--- src/core/dfhi_map.svh ---
// Register offsets, field positions, reset values and encodings of the filter host interface.
// Assumes a byte-addressed Wishbone slave with 32-bit data words.
`ifndef DFHI_MAP_SVH
`define DFHI_MAP_SVH

// ----------------------------------------
// Register offsets
// ----------------------------------------
`define DFHI_OFF_IN_A 8'h00
`define DFHI_OFF_IN_B 8'h04
`define DFHI_OFF_OUT_A 8'h08
`define DFHI_OFF_OUT_B 8'h0C
`define DFHI_OFF_ALIGN 8'h10
`define DFHI_OFF_KEY 8'h14
`define DFHI_OFF_STATUS 8'h18
`define DFHI_OFF_INT_EN 8'h1C
`define DFHI_OFF_SEM 8'h20

// ----------------------------------------
// Field positions
// ----------------------------------------
`define DFHI_ALIGN_OUT_BASE 2
`define DFHI_KEY_OUT_BASE 2
`define DFHI_KEY_EN_BIT 8
`define DFHI_ST_RDY_BASE 3
`define DFHI_ST_SEM_BASE 5
`define DFHI_ST_RND_BIT 2
`define DFHI_ST_SAT_BIT 1
`define DFHI_ST_RAM_BIT 0
`define DFHI_IEN_SEM_BASE 2

// ----------------------------------------
// Encodings and reset values
// ----------------------------------------
`define DFHI_KEY_LOW 2'h0
`define DFHI_KEY_MID 2'h1
`define DFHI_KEY_HIGH 2'h2
`define DFHI_ALIGN_RST 4'h0
`define DFHI_KEY_RST 8'hAA
`define DFHI_KEY_EN_RST 1'b1
`define DFHI_IEN_RST 5'h00

`endif

--- src/core/dfhi_pkg.sv ---
// Types shared by the filter host interface and the filter core around it.
// Assumes one system clock for all parties.
package dfhi_pkg;

  // ----------------------------------------
  // Sample carriers
  // ----------------------------------------
  typedef struct packed {
    logic valid;
    logic [23:0] data;
  } dfhi_result_t;

  typedef struct packed {
    logic valid;
    logic chan;
    logic [23:0] data;
  } dfhi_start_t;

  // ----------------------------------------
  // Sequencer states
  // ----------------------------------------
  typedef enum logic [2:0] {
    DFHI_IDLE = 3'b001,
    DFHI_RUN_A = 3'b010,
    DFHI_RUN_B = 3'b100
  } dfhi_state_t;

endpackage : dfhi_pkg

--- src/core/dfhi_top.sv ---
// Bus-side host interface of a two-channel filter engine, classic Wishbone slave.
// Assumes the filter core runs on clk_sys_i and pulses its result valid once per pass.
//
// How it works
// - Two 24-bit input sample registers, bus written
// - Idle waits for complete input write, then runs
// - Newest result lands in channel output register
// - Ready shown by interrupt, DMA request, status
// - Core sees MSB aligned samples and results
// - Byte shift disabled on all four after reset
// - Byte access; low three bytes of word
// - Aligned: bus 15:0 maps register 23:8
// - Align bits: in A, in B, out A, out B
// - Aligned output read in mid and low bytes
// - Input sample accepted only on key byte write
// - Output update held until key byte read
// - Coherency enable plus per-register key select
// - Key byte resets to high everywhere
// - Status: semaphores 7:5, ready B/A 4:3, 2:0
// - Write one clears interrupt-source status bit
// - Output register read clears its ready bit
// - Status bit sets only when event enabled
// - Bit 2 shows rounding active
// - Bit 1 shows clamping active
// - Bit 0 shows control store in use
// - Enable bits 0..4, ORed onto interrupt
// - Each output update raises enabled ready source
`timescale 1ns/10ps
`include "dfhi_map.svh"

module dfhi_top (
  // Clock and reset
  input wire logic clk_sys_i,
  input wire logic rst_n_i,
  // Wishbone slave
  input wire logic wb_cyc_i,
  input wire logic wb_stb_i,
  input wire logic wb_we_i,
  input wire logic [7:0] wb_adr_i,
  input wire logic [3:0] wb_sel_i,
  input wire logic [31:0] wb_dat_i,
  output logic [31:0] wb_dat_o,
  output logic wb_ack_o,
  // Filter core side
  output dfhi_pkg::dfhi_start_t start_o,
  input wire dfhi_pkg::dfhi_result_t [1:0] result_i,
  input wire logic rounding_active_i,
  input wire logic clamping_active_i,
  input wire logic ram_sel_i,
  // Notification
  output logic irq_o,
  output logic [1:0] dma_req_o
);

  // ----------------------------------------
  // Bus access
  // ----------------------------------------
  logic ack_ff, acc, wr, rd;
  logic [31:0] dat_ff;

  assign acc = wb_cyc_i && wb_stb_i && !ack_ff;
  assign wr = acc && wb_we_i;
  assign rd = acc && !wb_we_i;
  assign wb_ack_o = ack_ff;
  assign wb_dat_o = dat_ff;

  always_ff @(posedge clk_sys_i)
  begin
    if (!rst_n_i)
      ack_ff <= 1'b0;
    else
      ack_ff <= acc;
  end

  // ----------------------------------------
  // Configuration registers
  // ----------------------------------------
  logic [3:0] align_ff;
  logic [7:0] key_ff;
  logic key_en_ff;
  logic [4:0] ien_ff;
  logic [2:0] sem_ff, sem_ev;

  always_ff @(posedge clk_sys_i)
  begin
    if (!rst_n_i)
    begin
      align_ff <= `DFHI_ALIGN_RST;
      key_ff <= `DFHI_KEY_RST;
      key_en_ff <= `DFHI_KEY_EN_RST;
      ien_ff <= `DFHI_IEN_RST;
    end
    else if (wr && wb_sel_i[0])
    begin
      if (wb_adr_i == `DFHI_OFF_ALIGN)
        align_ff <= wb_dat_i[3:0];
      if (wb_adr_i == `DFHI_OFF_KEY)
        key_ff <= wb_dat_i[7:0];
      if (wb_adr_i == `DFHI_OFF_INT_EN)
        ien_ff <= wb_dat_i[4:0];
    end
    if (rst_n_i && wr && wb_sel_i[1] && wb_adr_i == `DFHI_OFF_KEY)
      key_en_ff <= wb_dat_i[`DFHI_KEY_EN_BIT];
  end

  // ----------------------------------------
  // Semaphores
  // ----------------------------------------
  assign sem_ev = (wr && wb_sel_i[0] && wb_adr_i == `DFHI_OFF_SEM) ? wb_dat_i[2:0] : 3'h0;

  always_ff @(posedge clk_sys_i)
  begin
    if (!rst_n_i)
      sem_ff <= 3'h0;
    else if (wr && wb_sel_i[0] && wb_adr_i == `DFHI_OFF_SEM)
      sem_ff <= wb_dat_i[2:0];
  end

  // ----------------------------------------
  // Channels
  // ----------------------------------------
  logic [1:0] pend, take, rdy;
  logic [2:0] sem_st;
  logic [31:0] rd_in [2], rd_out [2];
  logic [23:0] in_data [2];
  logic st_wr;

  assign st_wr = wr && wb_sel_i[0] && wb_adr_i == `DFHI_OFF_STATUS;

  for (genvar c = 0; c < 2; c++)
  begin : g_chan
    localparam logic [7:0] IN_OFF = (c == 0) ? `DFHI_OFF_IN_A : `DFHI_OFF_IN_B;
    localparam logic [7:0] OUT_OFF = (c == 0) ? `DFHI_OFF_OUT_A : `DFHI_OFF_OUT_B;
    logic [23:0] in_ff, out_ff, shadow_ff, wr_val, upd_val;
    logic shadow_pend_ff, lock_ff, pend_ff, rdy_ff, dma_ff;
    logic in_al, out_al, in_hit, out_hit, key_wr, key_rd, upd;
    logic [1:0] in_key, out_key;
    logic [2:0] wr_lane, rd_lane;

    assign in_al = align_ff[c];
    assign out_al = align_ff[`DFHI_ALIGN_OUT_BASE + c];
    assign in_key = key_ff[2 * c +: 2];
    assign out_key = key_ff[2 * (`DFHI_KEY_OUT_BASE + c) +: 2];
    assign in_hit = wr && wb_adr_i == IN_OFF;
    assign out_hit = rd && wb_adr_i == OUT_OFF;

    // Byte lanes into register bytes, shifted up when aligned
    assign wr_lane = in_al ? {wb_sel_i[1:0], 1'b0} : wb_sel_i[2:0];
    assign wr_val = in_al ? {wb_dat_i[15:0], 8'h00} : wb_dat_i[23:0];
    assign rd_lane = out_al ? {wb_sel_i[1:0], 1'b0} : wb_sel_i[2:0];
    assign key_wr = (in_key == `DFHI_KEY_LOW) ? wr_lane[0] :
                    (in_key == `DFHI_KEY_MID) ? wr_lane[1] : wr_lane[2];
    assign key_rd = (out_key == `DFHI_KEY_LOW) ? rd_lane[0] :
                    (out_key == `DFHI_KEY_MID) ? rd_lane[1] : rd_lane[2];

    // Read views, upper byte reads as zero
    assign rd_in[c] = in_al ? {16'h0000, in_ff[23:8]} : {8'h00, in_ff};
    assign rd_out[c] = out_al ? {16'h0000, out_ff[23:8]} : {8'h00, out_ff};
    assign in_data[c] = in_ff;
    assign pend[c] = pend_ff;

    // Input sample register
    always_ff @(posedge clk_sys_i)
    begin
      if (!rst_n_i)
        in_ff <= 24'h00_0000;
      else if (in_hit)
      begin
        for (int k = 0; k < 3; k++)
        begin
          if (wr_lane[k])
            in_ff[8 * k +: 8] <= wr_val[8 * k +: 8];
        end
      end
    end

    // Complete sample awaiting the sequencer, new sample wins over take
    always_ff @(posedge clk_sys_i)
    begin
      if (!rst_n_i)
        pend_ff <= 1'b0;
      else if (in_hit && (key_wr || !key_en_ff) && |wr_lane)
        pend_ff <= 1'b1;
      else if (take[c])
        pend_ff <= 1'b0;
    end

    // Partial read lock
    always_ff @(posedge clk_sys_i)
    begin
      if (!rst_n_i)
        lock_ff <= 1'b0;
      else if (!key_en_ff)
        lock_ff <= 1'b0;
      else if (out_hit && |rd_lane)
        lock_ff <= !key_rd;
    end

    // Output update, deferred while locked
    assign upd = (result_i[c].valid && !lock_ff) || (shadow_pend_ff && !lock_ff);
    assign upd_val = result_i[c].valid ? result_i[c].data : shadow_ff;

    always_ff @(posedge clk_sys_i)
    begin
      if (!rst_n_i)
      begin
        out_ff <= 24'h00_0000;
        shadow_ff <= 24'h00_0000;
        shadow_pend_ff <= 1'b0;
      end
      else
      begin
        if (upd)
          out_ff <= upd_val;
        if (result_i[c].valid && lock_ff)
          shadow_ff <= result_i[c].data;
        shadow_pend_ff <= (result_i[c].valid && lock_ff) || (shadow_pend_ff && !upd);
      end
    end

    // Ready status, set wins over clear
    always_ff @(posedge clk_sys_i)
    begin
      if (!rst_n_i)
        rdy_ff <= 1'b0;
      else if (upd && ien_ff[c])
        rdy_ff <= 1'b1;
      else if (out_hit || (st_wr && wb_dat_i[`DFHI_ST_RDY_BASE + c]))
        rdy_ff <= 1'b0;
    end
    assign rdy[c] = rdy_ff;

    // Sticky DMA request until the key byte is read
    always_ff @(posedge clk_sys_i)
    begin
      if (!rst_n_i)
        dma_ff <= 1'b0;
      else if (upd)
        dma_ff <= 1'b1;
      else if (out_hit && (key_rd || !key_en_ff))
        dma_ff <= 1'b0;
    end
    assign dma_req_o[c] = dma_ff;
  end

  // ----------------------------------------
  // Semaphore status
  // ----------------------------------------
  for (genvar s = 0; s < 3; s++)
  begin : g_sem
    logic sem_st_ff;

    always_ff @(posedge clk_sys_i)
    begin
      if (!rst_n_i)
        sem_st_ff <= 1'b0;
      else if (sem_ev[s] && ien_ff[`DFHI_IEN_SEM_BASE + s])
        sem_st_ff <= 1'b1;
      else if (st_wr && wb_dat_i[`DFHI_ST_SEM_BASE + s])
        sem_st_ff <= 1'b0;
    end
    assign sem_st[s] = sem_st_ff;
  end

  assign irq_o = |{sem_st, rdy};

  // ----------------------------------------
  // Sequencer
  // ----------------------------------------
  dfhi_pkg::dfhi_state_t state_ff, nxt_state;
  dfhi_pkg::dfhi_start_t start_ff;

  always_comb
  begin
    nxt_state = state_ff;
    take = 2'b00;
    case (state_ff)
      dfhi_pkg::DFHI_IDLE:
      begin
        if (pend[0])
        begin
          take = 2'b01;
          nxt_state = dfhi_pkg::DFHI_RUN_A;
        end
        else if (pend[1])
        begin
          take = 2'b10;
          nxt_state = dfhi_pkg::DFHI_RUN_B;
        end
      end
      dfhi_pkg::DFHI_RUN_A:
      begin
        if (result_i[0].valid)
          nxt_state = dfhi_pkg::DFHI_IDLE;
      end
      dfhi_pkg::DFHI_RUN_B:
      begin
        if (result_i[1].valid)
          nxt_state = dfhi_pkg::DFHI_IDLE;
      end
      default:
        nxt_state = dfhi_pkg::DFHI_IDLE;
    endcase
  end

  always_ff @(posedge clk_sys_i)
  begin
    if (!rst_n_i)
      state_ff <= dfhi_pkg::DFHI_IDLE;
    else
      state_ff <= nxt_state;
  end

  always_ff @(posedge clk_sys_i)
  begin
    if (!rst_n_i)
      start_ff <= '0;
    else
    begin
      start_ff.valid <= |take;
      if (|take)
      begin
        start_ff.chan <= take[1];
        start_ff.data <= take[1] ? in_data[1] : in_data[0];
      end
    end
  end
  assign start_o = start_ff;

  // ----------------------------------------
  // Read data
  // ----------------------------------------
  logic [31:0] rd_mux;

  always_comb
  begin
    rd_mux = 32'h0000_0000;
    case (wb_adr_i)
      `DFHI_OFF_IN_A: rd_mux = rd_in[0];
      `DFHI_OFF_IN_B: rd_mux = rd_in[1];
      `DFHI_OFF_OUT_A: rd_mux = rd_out[0];
      `DFHI_OFF_OUT_B: rd_mux = rd_out[1];
      `DFHI_OFF_ALIGN: rd_mux = {28'h000_0000, align_ff};
      `DFHI_OFF_KEY: rd_mux = {23'h00_0000, key_en_ff, key_ff};
      `DFHI_OFF_STATUS:
        rd_mux = {24'h00_0000, sem_st, rdy, rounding_active_i,
                  clamping_active_i, ram_sel_i};
      `DFHI_OFF_INT_EN: rd_mux = {27'h000_0000, ien_ff};
      `DFHI_OFF_SEM: rd_mux = {29'h0000_0000, sem_ff};
      default: rd_mux = 32'h0000_0000;
    endcase
  end

  always_ff @(posedge clk_sys_i)
  begin
    if (!rst_n_i)
      dat_ff <= 32'h0000_0000;
    else if (rd)
      dat_ff <= rd_mux;
  end

endmodule : dfhi_top

--- config.mk ---
export PLATFORM = sky130hd
export DESIGN_NAME = dfhi_top
export DESIGN_NICKNAME = d
export VERILOG_FILES = /design/src/core/dfhi_pkg.sv /design/src/core/dfhi_top.sv
export VERILOG_INCLUDE_DIRS = /design/src /design/src/core
export SDC_FILE = /design/constraint.sdc
export NUM_CORES = 1
export LEC_CHECK = 0
export BUFFER_PORTS_ARGS = -buffer_cell sky130_fd_sc_hd__buf_2
export CORE_MARGIN = 2
export CORE_UTILIZATION = 63
export DETAILED_ROUTE_END_ITERATION = 7
export PLACE_DENSITY_LB_ADDON = 0.12
export SLEW_MARGIN = 20
export SYNTH_ARGS = -nofsm -noshare
export SYNTH_HDL_FRONTEND = slang
export SYNTH_SLANG_ARGS = --single-unit
--- constraint.sdc ---
create_clock -name clk_sys_i -period 5.3 [get_ports clk_sys_i]
set_clock_uncertainty 0.05 [all_clocks]
set_input_delay 0.795 -clock clk_sys_i [delete_from_list [all_inputs] [get_ports clk_sys_i]]
set_output_delay 0.795 -clock clk_sys_i [all_outputs]
set_load 0.02 [all_outputs]
Yosys cells after proc, flatten, opt, wreduce, memory -nomap -nowiden
Index checks and enable logic that the tools add are counted.
{ "classes": {"mux": 51, "n_shift": 0, "div_mod_pow": 0, "n_eq_ne": 19, "reduce_logical": 90, "addsub": 0, "multipliers": 0, "bitwise_logic": 0, "n_lt_le_gt_ge": 0} }
{ "ops": {"columns": ["cell", "count"], "rows": [
  ["$mux 24", 9],
  ["$pmux 24 s9", 1],
  ["$logic_and 1x1->1", 40],
  ["$eq 8x5->1 const B", 4],
  ["$mux 1", 28],
  ["$mux 3", 9],
  ["$reduce_and 2->1", 10],
  ["$reduce_bool 2->1", 9],
  ["$eq 8x4->1 const B", 2],
  ["$reduce_or 3->1", 4],
  ["$logic_or 1x1->1", 10],
  ["$logic_not 1->1", 9],
  ["$pmux 3 s3", 1],
  ["$eq 2x1->1 const B", 4],
  ["$eq 8x3->1 const B", 1],
  ["$eq 8x6->1 const B", 1],
  ["$logic_not 2->1", 4],
  ["$logic_not 8->1", 1],
  ["$mux 2", 3],
  ["$reduce_or 5->1", 1],
  ["$ne 2x2->1 const B", 2],
  ["$eq 3x1->1 const B", 1],
  ["$eq 3x2->1 const B", 1],
  ["$eq 3x3->1 const B", 1],
  ["other kinds (4)", 4]
]} }
{ "word_totals": {"regBits": 240, "memories": 0, "in_bits": 102, "mem_bits_rw": 0, "wordCells": 194, "latch_bits": 0, "output_inout_bits": 62, "rom_bits": 0} }

Longest topological paths before layout
Gate-level depths: netlist of run 1.
{ "depth": {"depth_word": 9, "depth_mapped": 8, "ltp_nobuf": 4} }

Worst setup path before layout of run 1
OpenSTA, ideal clock, no wires.
{ "synth_path": {"kind": "input-to-reg", "startpoint": "in wb_adr_i[0]", "endpoint": "reg g_chan[0].in_ff[0]", "setup_ps": 120, "t_required_ps": 5130, "path_buffers": 3, "arrival_time_ps": 2329, "setup_slack_ps": 2801, "path_stages": 7, "path_cell_list": "buf_4 -> or4_4 -> buf_6 -> or3_1 -> buf_2 -> o21ai_0 -> a21boi_1"} }
{ "synth_via": {"elab_chain_len": 3} }
{ "synth_rtl": {"columns": ["element", "line_no", "rtl"], "rows": [
  ["from (decl)", "dfhi_top.sv:39", "input wire logic [7:0] wb_adr_i,"],
  ["$logic_not 8->1", "dfhi_top.sv:144", "assign in_hit = wr && wb_adr_i == IN_OFF;"],
  ["$logic_and 1x1->1", "dfhi_top.sv:144", null],
  ["$reduce_and 2->1 (no source line)", null, null],
  ["to (signal, indexed assignment)", "dfhi_top.sv:172", "in_ff[8 * k +: 8] <= wr_val[8 * k +: 8];"],
  ["to (decl)", "dfhi_top.sv:134", "logic [23:0] in_ff, out_ff, shadow_ff, wr_val, upd_val;"]
]} }
No other way between the ends.
A chain may end at the register's enable or synchronous reset.

Worst setup path after layout of run 1
{ "layout_path": {"startpoint": "in wb_adr_i[4]", "endpoint": "reg g_chan[0].in_ff[8]"} }
Same word-level chain as after synthesis.

==> results.toml, run 1 <==
[run]
maxCapViolations = 0

[synthesis]
synth.distinct_cells = 71
synth_area_mm2 = 0.0122
synth.ff_latch_count = 232
yosysWarnings = 0
synth.avg_cell_area_um2 = 8.93
yosysSeqAreaShare = 0.380
synthTopCellsByArea = "dfxtp_1, mux2i_1, o211a_1, nand2_1, a21boi_0"
yosysMostFrequentCell = "dfxtp_1"
synthTopCellsByCount = "dfxtp_1, nand2_1, mux2i_1, nor2_1, clkbuf_1"
async_reset_ff_frac = 0
synth_edf_count = 1
netlist.area_leader.share = 0.378
syn_inst = 1370
synthFlopType = "dfxtp_1"
synth_top_area_cell = "dfxtp_1"

[placement]
gp_congestion = 0.922
port_buffers = 146
placed_area_mm2 = 0.0128
post-dp-hpwl_um = 23600

[floorplanning]
die_y_um = 143
coreArea_mm2 = 0.0189
initial_core_util = 0.648
placementRows = 50
chipWidth_um = 143
fp.dieArea_mm2 = 0.0206
ios = 164

[clock_tree]
cts_buffer_depth = 3
cts_max_level = 1
cts.clk_slew.worst_paths_ns = 0.06
clock_sinks = 232
clockRootBuffer = "clkbuf_16"
cts_hold_buf = 0
post_cts_buffers = 0
worst_skew_pair.late_latency_ns = 0.54
ctsResizeCount = 0
tritoncts = "built"
numCtsBuffers = 25

[critical_path]
cp.arrival_ns = 3.09
crit_buf_inv = 1
cp_slowest_cell = "nor4_4"
crit_cells = 5
crit_type = "in -> reg"
worst_r2r_path_depth = 4
max_stage_delay_ns = 0.84
crit_path_start_kind = "primary input"
crit_path_cell_trace = "buf_2 -> or4_4 -> nor4_4 -> nand2_1 -> o211a_1"
crit_required_ns = 5.67
cp-end-kind = "flop"
cp_max_fo = 26
critPathTopFamily = "simple AND/OR/NAND/NOR gates"

[finish]
area_growth_pct = 11.5
layout.nets = 1527
drive_gt1_frac = 0.175
multi_input_area_mm2 = 0.00690
final_area_mm2 = 0.0136
antennaDiodeCount = 0
register_area_mm2 = 0.00466
fillers = 1534

[timing]
finalHoldViolations = 0
fin_crit_sh = 0.513
rsz0062_at_grt = "no"
worst_pin_slew_ns = 1.07
period_needed_ns = 2.72
slew_violations = 0
slew_headroom = 0.285
setup_violations = 0
fmax_mhz = 367
timing.hold.ws_ns = 0.414
fin_tns_setup_ns = 0

[worst_hold_path]
hp-class = "reg -> reg"
whs_path_depth = 2

[global_route]
gr-total-overflow = 0
grt_pass1_vias = 9796
met2_usage = 0.533
met1_usage = 0.444
grt_pass1_wl_um = 53600
grt_max_degree = 98
grt_usage = 0.331
use_met3 = 0.0480
grt.busiest_layer = "met2"
antenna_found_initial = 2

[run_status]
status = "finished clean"

[route]
vias_per_cell = 6.32
dr.pass1.iters = 6
route.vias.total = 10700
drt_iter0_drc = 1130
postRouteAntennaNets = 0
wl_um = 34700
wl_per_cell_um = 20.4
drc = 0

[power]
peakVddDrop_v = 0.000263
p_leak_nw = 5.81
p_per_area_mw_per_mm2 = 282
sequential cells by signal (all words and copies together), names as in the netlist, 3 cells and up:
name and cells:
ien_ff 5, g_chan.in_ff 48, key_ff 8, state_ff 3, g_sem.sem_st_ff 3, sem_ff 3, g_chan.shadow_ff 48, wb_dat_o 24
align_ff 4, start_o 26, g_chan.out_ff 48
logic make-up (layout without fill, tap and decap cells):
group,after synthesis,in the layout,share of synthesized area
multiplexers,188,188,0.166
other,1,8,0.000306
flip-flops,232,232,0.380
buffers and inverters,168,232,0.0614
AO/OA/AOI/OAI,345,345,0.216
AND/OR/NAND/NOR,436,436,0.176
worst paths after layout:
| kind | slack, ns | to | startpoint |
|---|---|---|---|
| min reg2reg | 0.41 | g_chan[1].shadow_ff[7] | g_chan[1].shadow_ff[7] |
| max | 2.58 | g_chan[0].in_ff[8] | wb_adr_i[4] |
| max reg2reg | 2.83 | wb_dat_o[8] | wb_ack_o |
| min | 0.41 | g_chan[1].shadow_ff[7] | g_chan[1].shadow_ff[7] |
where the power goes:
group,switching (mW),leakage [nW],internal (mW)
clock,0.724,0.399,1.04
combinational,0.181,3.53,0.111
sequential,0.0229,1.88,1.77
layout by cell type (no fill, tap or decap), types with 9 or more instances in the layout:
| cell type | count |
|---|---|
| o211a_1 | 83 |
| a22oi_1 | 11 |
| buf_4 | 13 |
| a21oi_1 | 11 |
| and2_1 | 11 |
| nor2b_1 | 17 |
| a21boi_1 | 9 |
| mux2i_1 | 168 |
| clkbuf_16 | 25 |
| dfxtp_1 | 229 |
| nand2_1 | 218 |
| mux4_2 | 11 |
| mux2_2 | 9 |
| o21ai_0 | 67 |
| nor2_1 | 92 |
| a21boi_0 | 56 |
| buf_2 | 145 |
| inv_1 | 30 |
| a31oi_1 | 40 |
| a211oi_1 | 24 |
| nand3_1 | 23 |
worst register-to-register path: stages, from the launching register on:
cell       delay, ns
dfxtp_1         0.34
nand4bb_1       0.91
nor3_2          0.77
o21ai_0         0.18
o21ai_0         0.16
metal layers:
| layer | share of wire | vias up |
|---|---|---|
| li1 | - | 5026 |
| met1 | 0.42 | 5191 |
| met2 | 0.46 | 426 |
| met3 | 0.066 | 101 |
| met4 | 0.050 | 4 |
| met5 | 0.00095 | - |
area by class of cell:
type,count,area share
inverter,30,0.00826
sequential,232,0.341
clock inverter,5,0.00660
multi-input combinational,977,0.506
tap,260,0.0238
clock buffer,38,0.0531
timing repair buffer,159,0.0612
stage by stage:
step           utilization  instances  worst slack (ns)  total power [mW]
3_3_place_gp         0.679       1658              2.17              2.12
6_report             0.722       1701              2.58              3.85
4_1_cts              0.722       1701              2.62              3.86
2_1_floorplan            -       1377              2.80              2.02
3_5_place_dp         0.679       1658              2.14              2.12
5_1_grt              0.722       1701              2.48              3.96
No activity file was read; power rests on OpenSTA's default activity.
==> run 2, diff against run 1 <==
--- a/config.mk
+++ b/config.mk
@@ -6,9 +6,10 @@
 export SDC_FILE = /design/constraint.sdc
 export NUM_CORES = 1
 export LEC_CHECK = 0
+export ABC_AREA = 1
 export BUFFER_PORTS_ARGS = -buffer_cell sky130_fd_sc_hd__buf_2
 export CORE_MARGIN = 2
-export CORE_UTILIZATION = 63
+export CORE_UTILIZATION = 58
 export DETAILED_ROUTE_END_ITERATION = 7
 export PLACE_DENSITY_LB_ADDON = 0.12
 export SLEW_MARGIN = 20
==> constraint.sdc (replaced) <==
create_clock -name clk_sys_i -period 2.61 [get_ports clk_sys_i]
set_clock_uncertainty 0.05 [all_clocks]
set_input_delay 0.3915 -clock clk_sys_i [delete_from_list [all_inputs] [get_ports clk_sys_i]]
set_output_delay 0.3915 -clock clk_sys_i [all_outputs]
set_load 0.02 [all_outputs]
==> results.toml, run 2 <==
[run_status]
status = "finished clean"

[power]
p_comb_frac = 0.067
p_seq_frac = 0.471
intPower_mw = 5.91
power.share.clock = 0.462
switchingPower_mw = 1.86
sw_frac_of_total = 0.239
peakVddDrop_v = 0.000516
p_leak_nw = 5.61
finalPower_mw = 7.77
p_per_area_mw_per_mm2 = 597

[floorplanning]
coreArea_mm2 = 0.0194
ios = 164
initial_core_util = 0.589
placementRows = 51
die_y_um = 144
chipWidth_um = 144
fp.dieArea_mm2 = 0.0208

[finish]
layout_common_cells = "nand2_1, o21ai_0, dfxtp_1, a21oi_1, inv_1"
final_area_mm2 = 0.0130
layout.nets = 1858
antennaDiodeCount = 0
drive_gt1_frac = 0.169
area_growth_pct = 13.9
final_common_cell = "nand2_1"
fin_util = 0.671
top_regs = "g_chan.in_ff (48), g_chan.out_ff (48), g_chan.shadow_ff (48)"

[synthesis]
netlist.area_leader.share = 0.405
synthTopCellsByArea = "dfxtp_1, nand2_1, o21ai_0, a21oi_1, inv_1"
synth_edf_count = 1
yosysMostFrequentCell = "nand2_1"
synth.distinct_cells = 37
synth_top_area_cell = "dfxtp_1"
synth.avg_cell_area_um2 = 6.88
syn_inst = 1661
synthFlopType = "dfxtp_1"
synthTopCellsByCount = "nand2_1, dfxtp_1, o21ai_0, a21oi_1, inv_1"
synth.ff_latch_count = 232
yosysWarnings = 0
synth_area_mm2 = 0.0114
yosysSeqAreaShare = 0.407
async_reset_ff_frac = 0

[placement]
gp_congestion = 0.958
placed_area_mm2 = 0.0122
port_buffers = 146
post-dp-hpwl_um = 24700

[route]
route.vias.total = 11300
wl_um = 34500
vias_per_cell = 5.55
postRouteAntennaNets = 0
drc = 0
dr.pass1.iters = 6
drt_iter0_drc = 1115
wl_per_cell_um = 16.9

[critical_path]
crit_required_ns = 2.97
crit_type = "reg -> reg"
cp-end-kind = "flop"
r2r_start = "align_ff[0]"
ff2ff_setup_slack_ns = 0.61
cp.arrival_ns = 2.36
worst_r2r_path_depth = 7
crit_path_start_kind = "flop"
critPathLaunch = "align_ff[0]"
cp_max_fo = 15
r2r-end = "wb_dat_o[21]"
crit_end = "wb_dat_o[21]"

[timing]
slew_headroom = 0.494
fin_crit_sh = 0.767
fmax_mhz = 500
slew_violations = 0
fin_tns_setup_ns = 0
period_needed_ns = 2.00
rsz0062_at_grt = "no"
finalHoldViolations = 0
worst_pin_slew_ns = 0.758
timing.hold.ws_ns = 0.0861
setup_violations = 0

[global_route]
grt_pass1_wl_um = 53800
grt_pass1_vias = 10400
antenna_found_initial = 0
grt_usage = 0.331
gr-total-overflow = 0
grt_max_degree = 93

[run]
maxCapViolations = 0

[clock_tree]
worst_skew_pair.late_latency_ns = 0.53
numCtsBuffers = 25
tritoncts = "built"
cts_max_level = 1
clockRootBuffer = "clkbuf_16"
cts.clk_slew.worst_paths_ns = 0.06
post_cts_buffers = 0
cts_buffer_depth = 3
ctsResizeCount = 0
cts_hold_buf = 0
clock_sinks = 232

[worst_hold_path]
hp-class = "in -> reg"
run 2: cell count changes after synthesis, sizes merged, moves of 71 or more:
cell,previous run,this run
a21oi,11,173
inv,30,172
mux2i,168,0
nand2,218,419
nor2,94,165
o211a,83,0
o21ai,67,264
run 2: metal layers:
layer  track usage  up-vias  wire length, µm  share of wire
met3        0.0626       84             3290          0.095
met5             0        -                0              0
met4         0.119        0             1150          0.033
li1              -     5602                -              -
met2         0.532      500            15400           0.44
met1         0.446     5130            14700           0.43
run 2: layout make-up:
cell class,instances,area [µm²]
clock buffer,39,738
clock inverter,6,90.1
fill,1768,6380
inverter,172,648
multi-input combinational,1156,5610
sequential,232,4660
tap,265,332
timing repair buffer,169,943
run 2: stage by stage:
stage,cells,worst slack [ns]
5_1_grt,2039,0.542
3_5_place_dp,1994,0.584
3_3_place_gp,1994,0.584
6_report,2039,0.609
2_1_floorplan,1668,1.03
4_1_cts,2039,0.693
run 2: worst max-delay path: stages, from the launching register on:
cell and delay, ns:
dfxtp_1 0.64, inv_1 0.38, nand2_2 0.29, inv_1 0.14, nand2_1 0.09, nand4_1 0.08
nor2_1 0.14, nor2_1 0.06
run 2: worst min-delay path by stage:
stage          depth (start not counted)                    start                      end  slack [ns]
2_1_floorplan                          2  g_chan[0].shadow_ff[10]  g_chan[0].shadow_ff[10]        0.38
3_3_place_gp                           2  g_chan[0].shadow_ff[18]  g_chan[0].shadow_ff[18]        0.39
3_5_place_dp                           2  g_chan[0].shadow_ff[10]  g_chan[0].shadow_ff[10]        0.39
4_1_cts                                3             result_i[33]      g_chan[1].out_ff[8]        0.07
5_1_grt                                3             result_i[47]     g_chan[1].out_ff[22]        0.08
6_report                               3             result_i[33]      g_chan[1].out_ff[8]        0.09
run 2: kinds of logic after synthesis:
group                  count (synthesis)  synth area share
AOI/OAI and AO/OA                    508             0.248
buffers and inverters                280             0.104
DFF                                  232             0.407
other                                  1          0.000328
and+or+nand+nor                      640             0.240
run 2: power by group through the flow:
stage                     Clock [mW]  Combinational [mW]  Sequential [mW]
after floorplan                    0               0.309             3.73
after global placement             0               0.501             3.73
after detailed placement           0               0.508             3.73
after CTS                       3.62               0.511             3.66
after global routing            3.75               0.576             3.66
final                           3.59               0.518             3.66
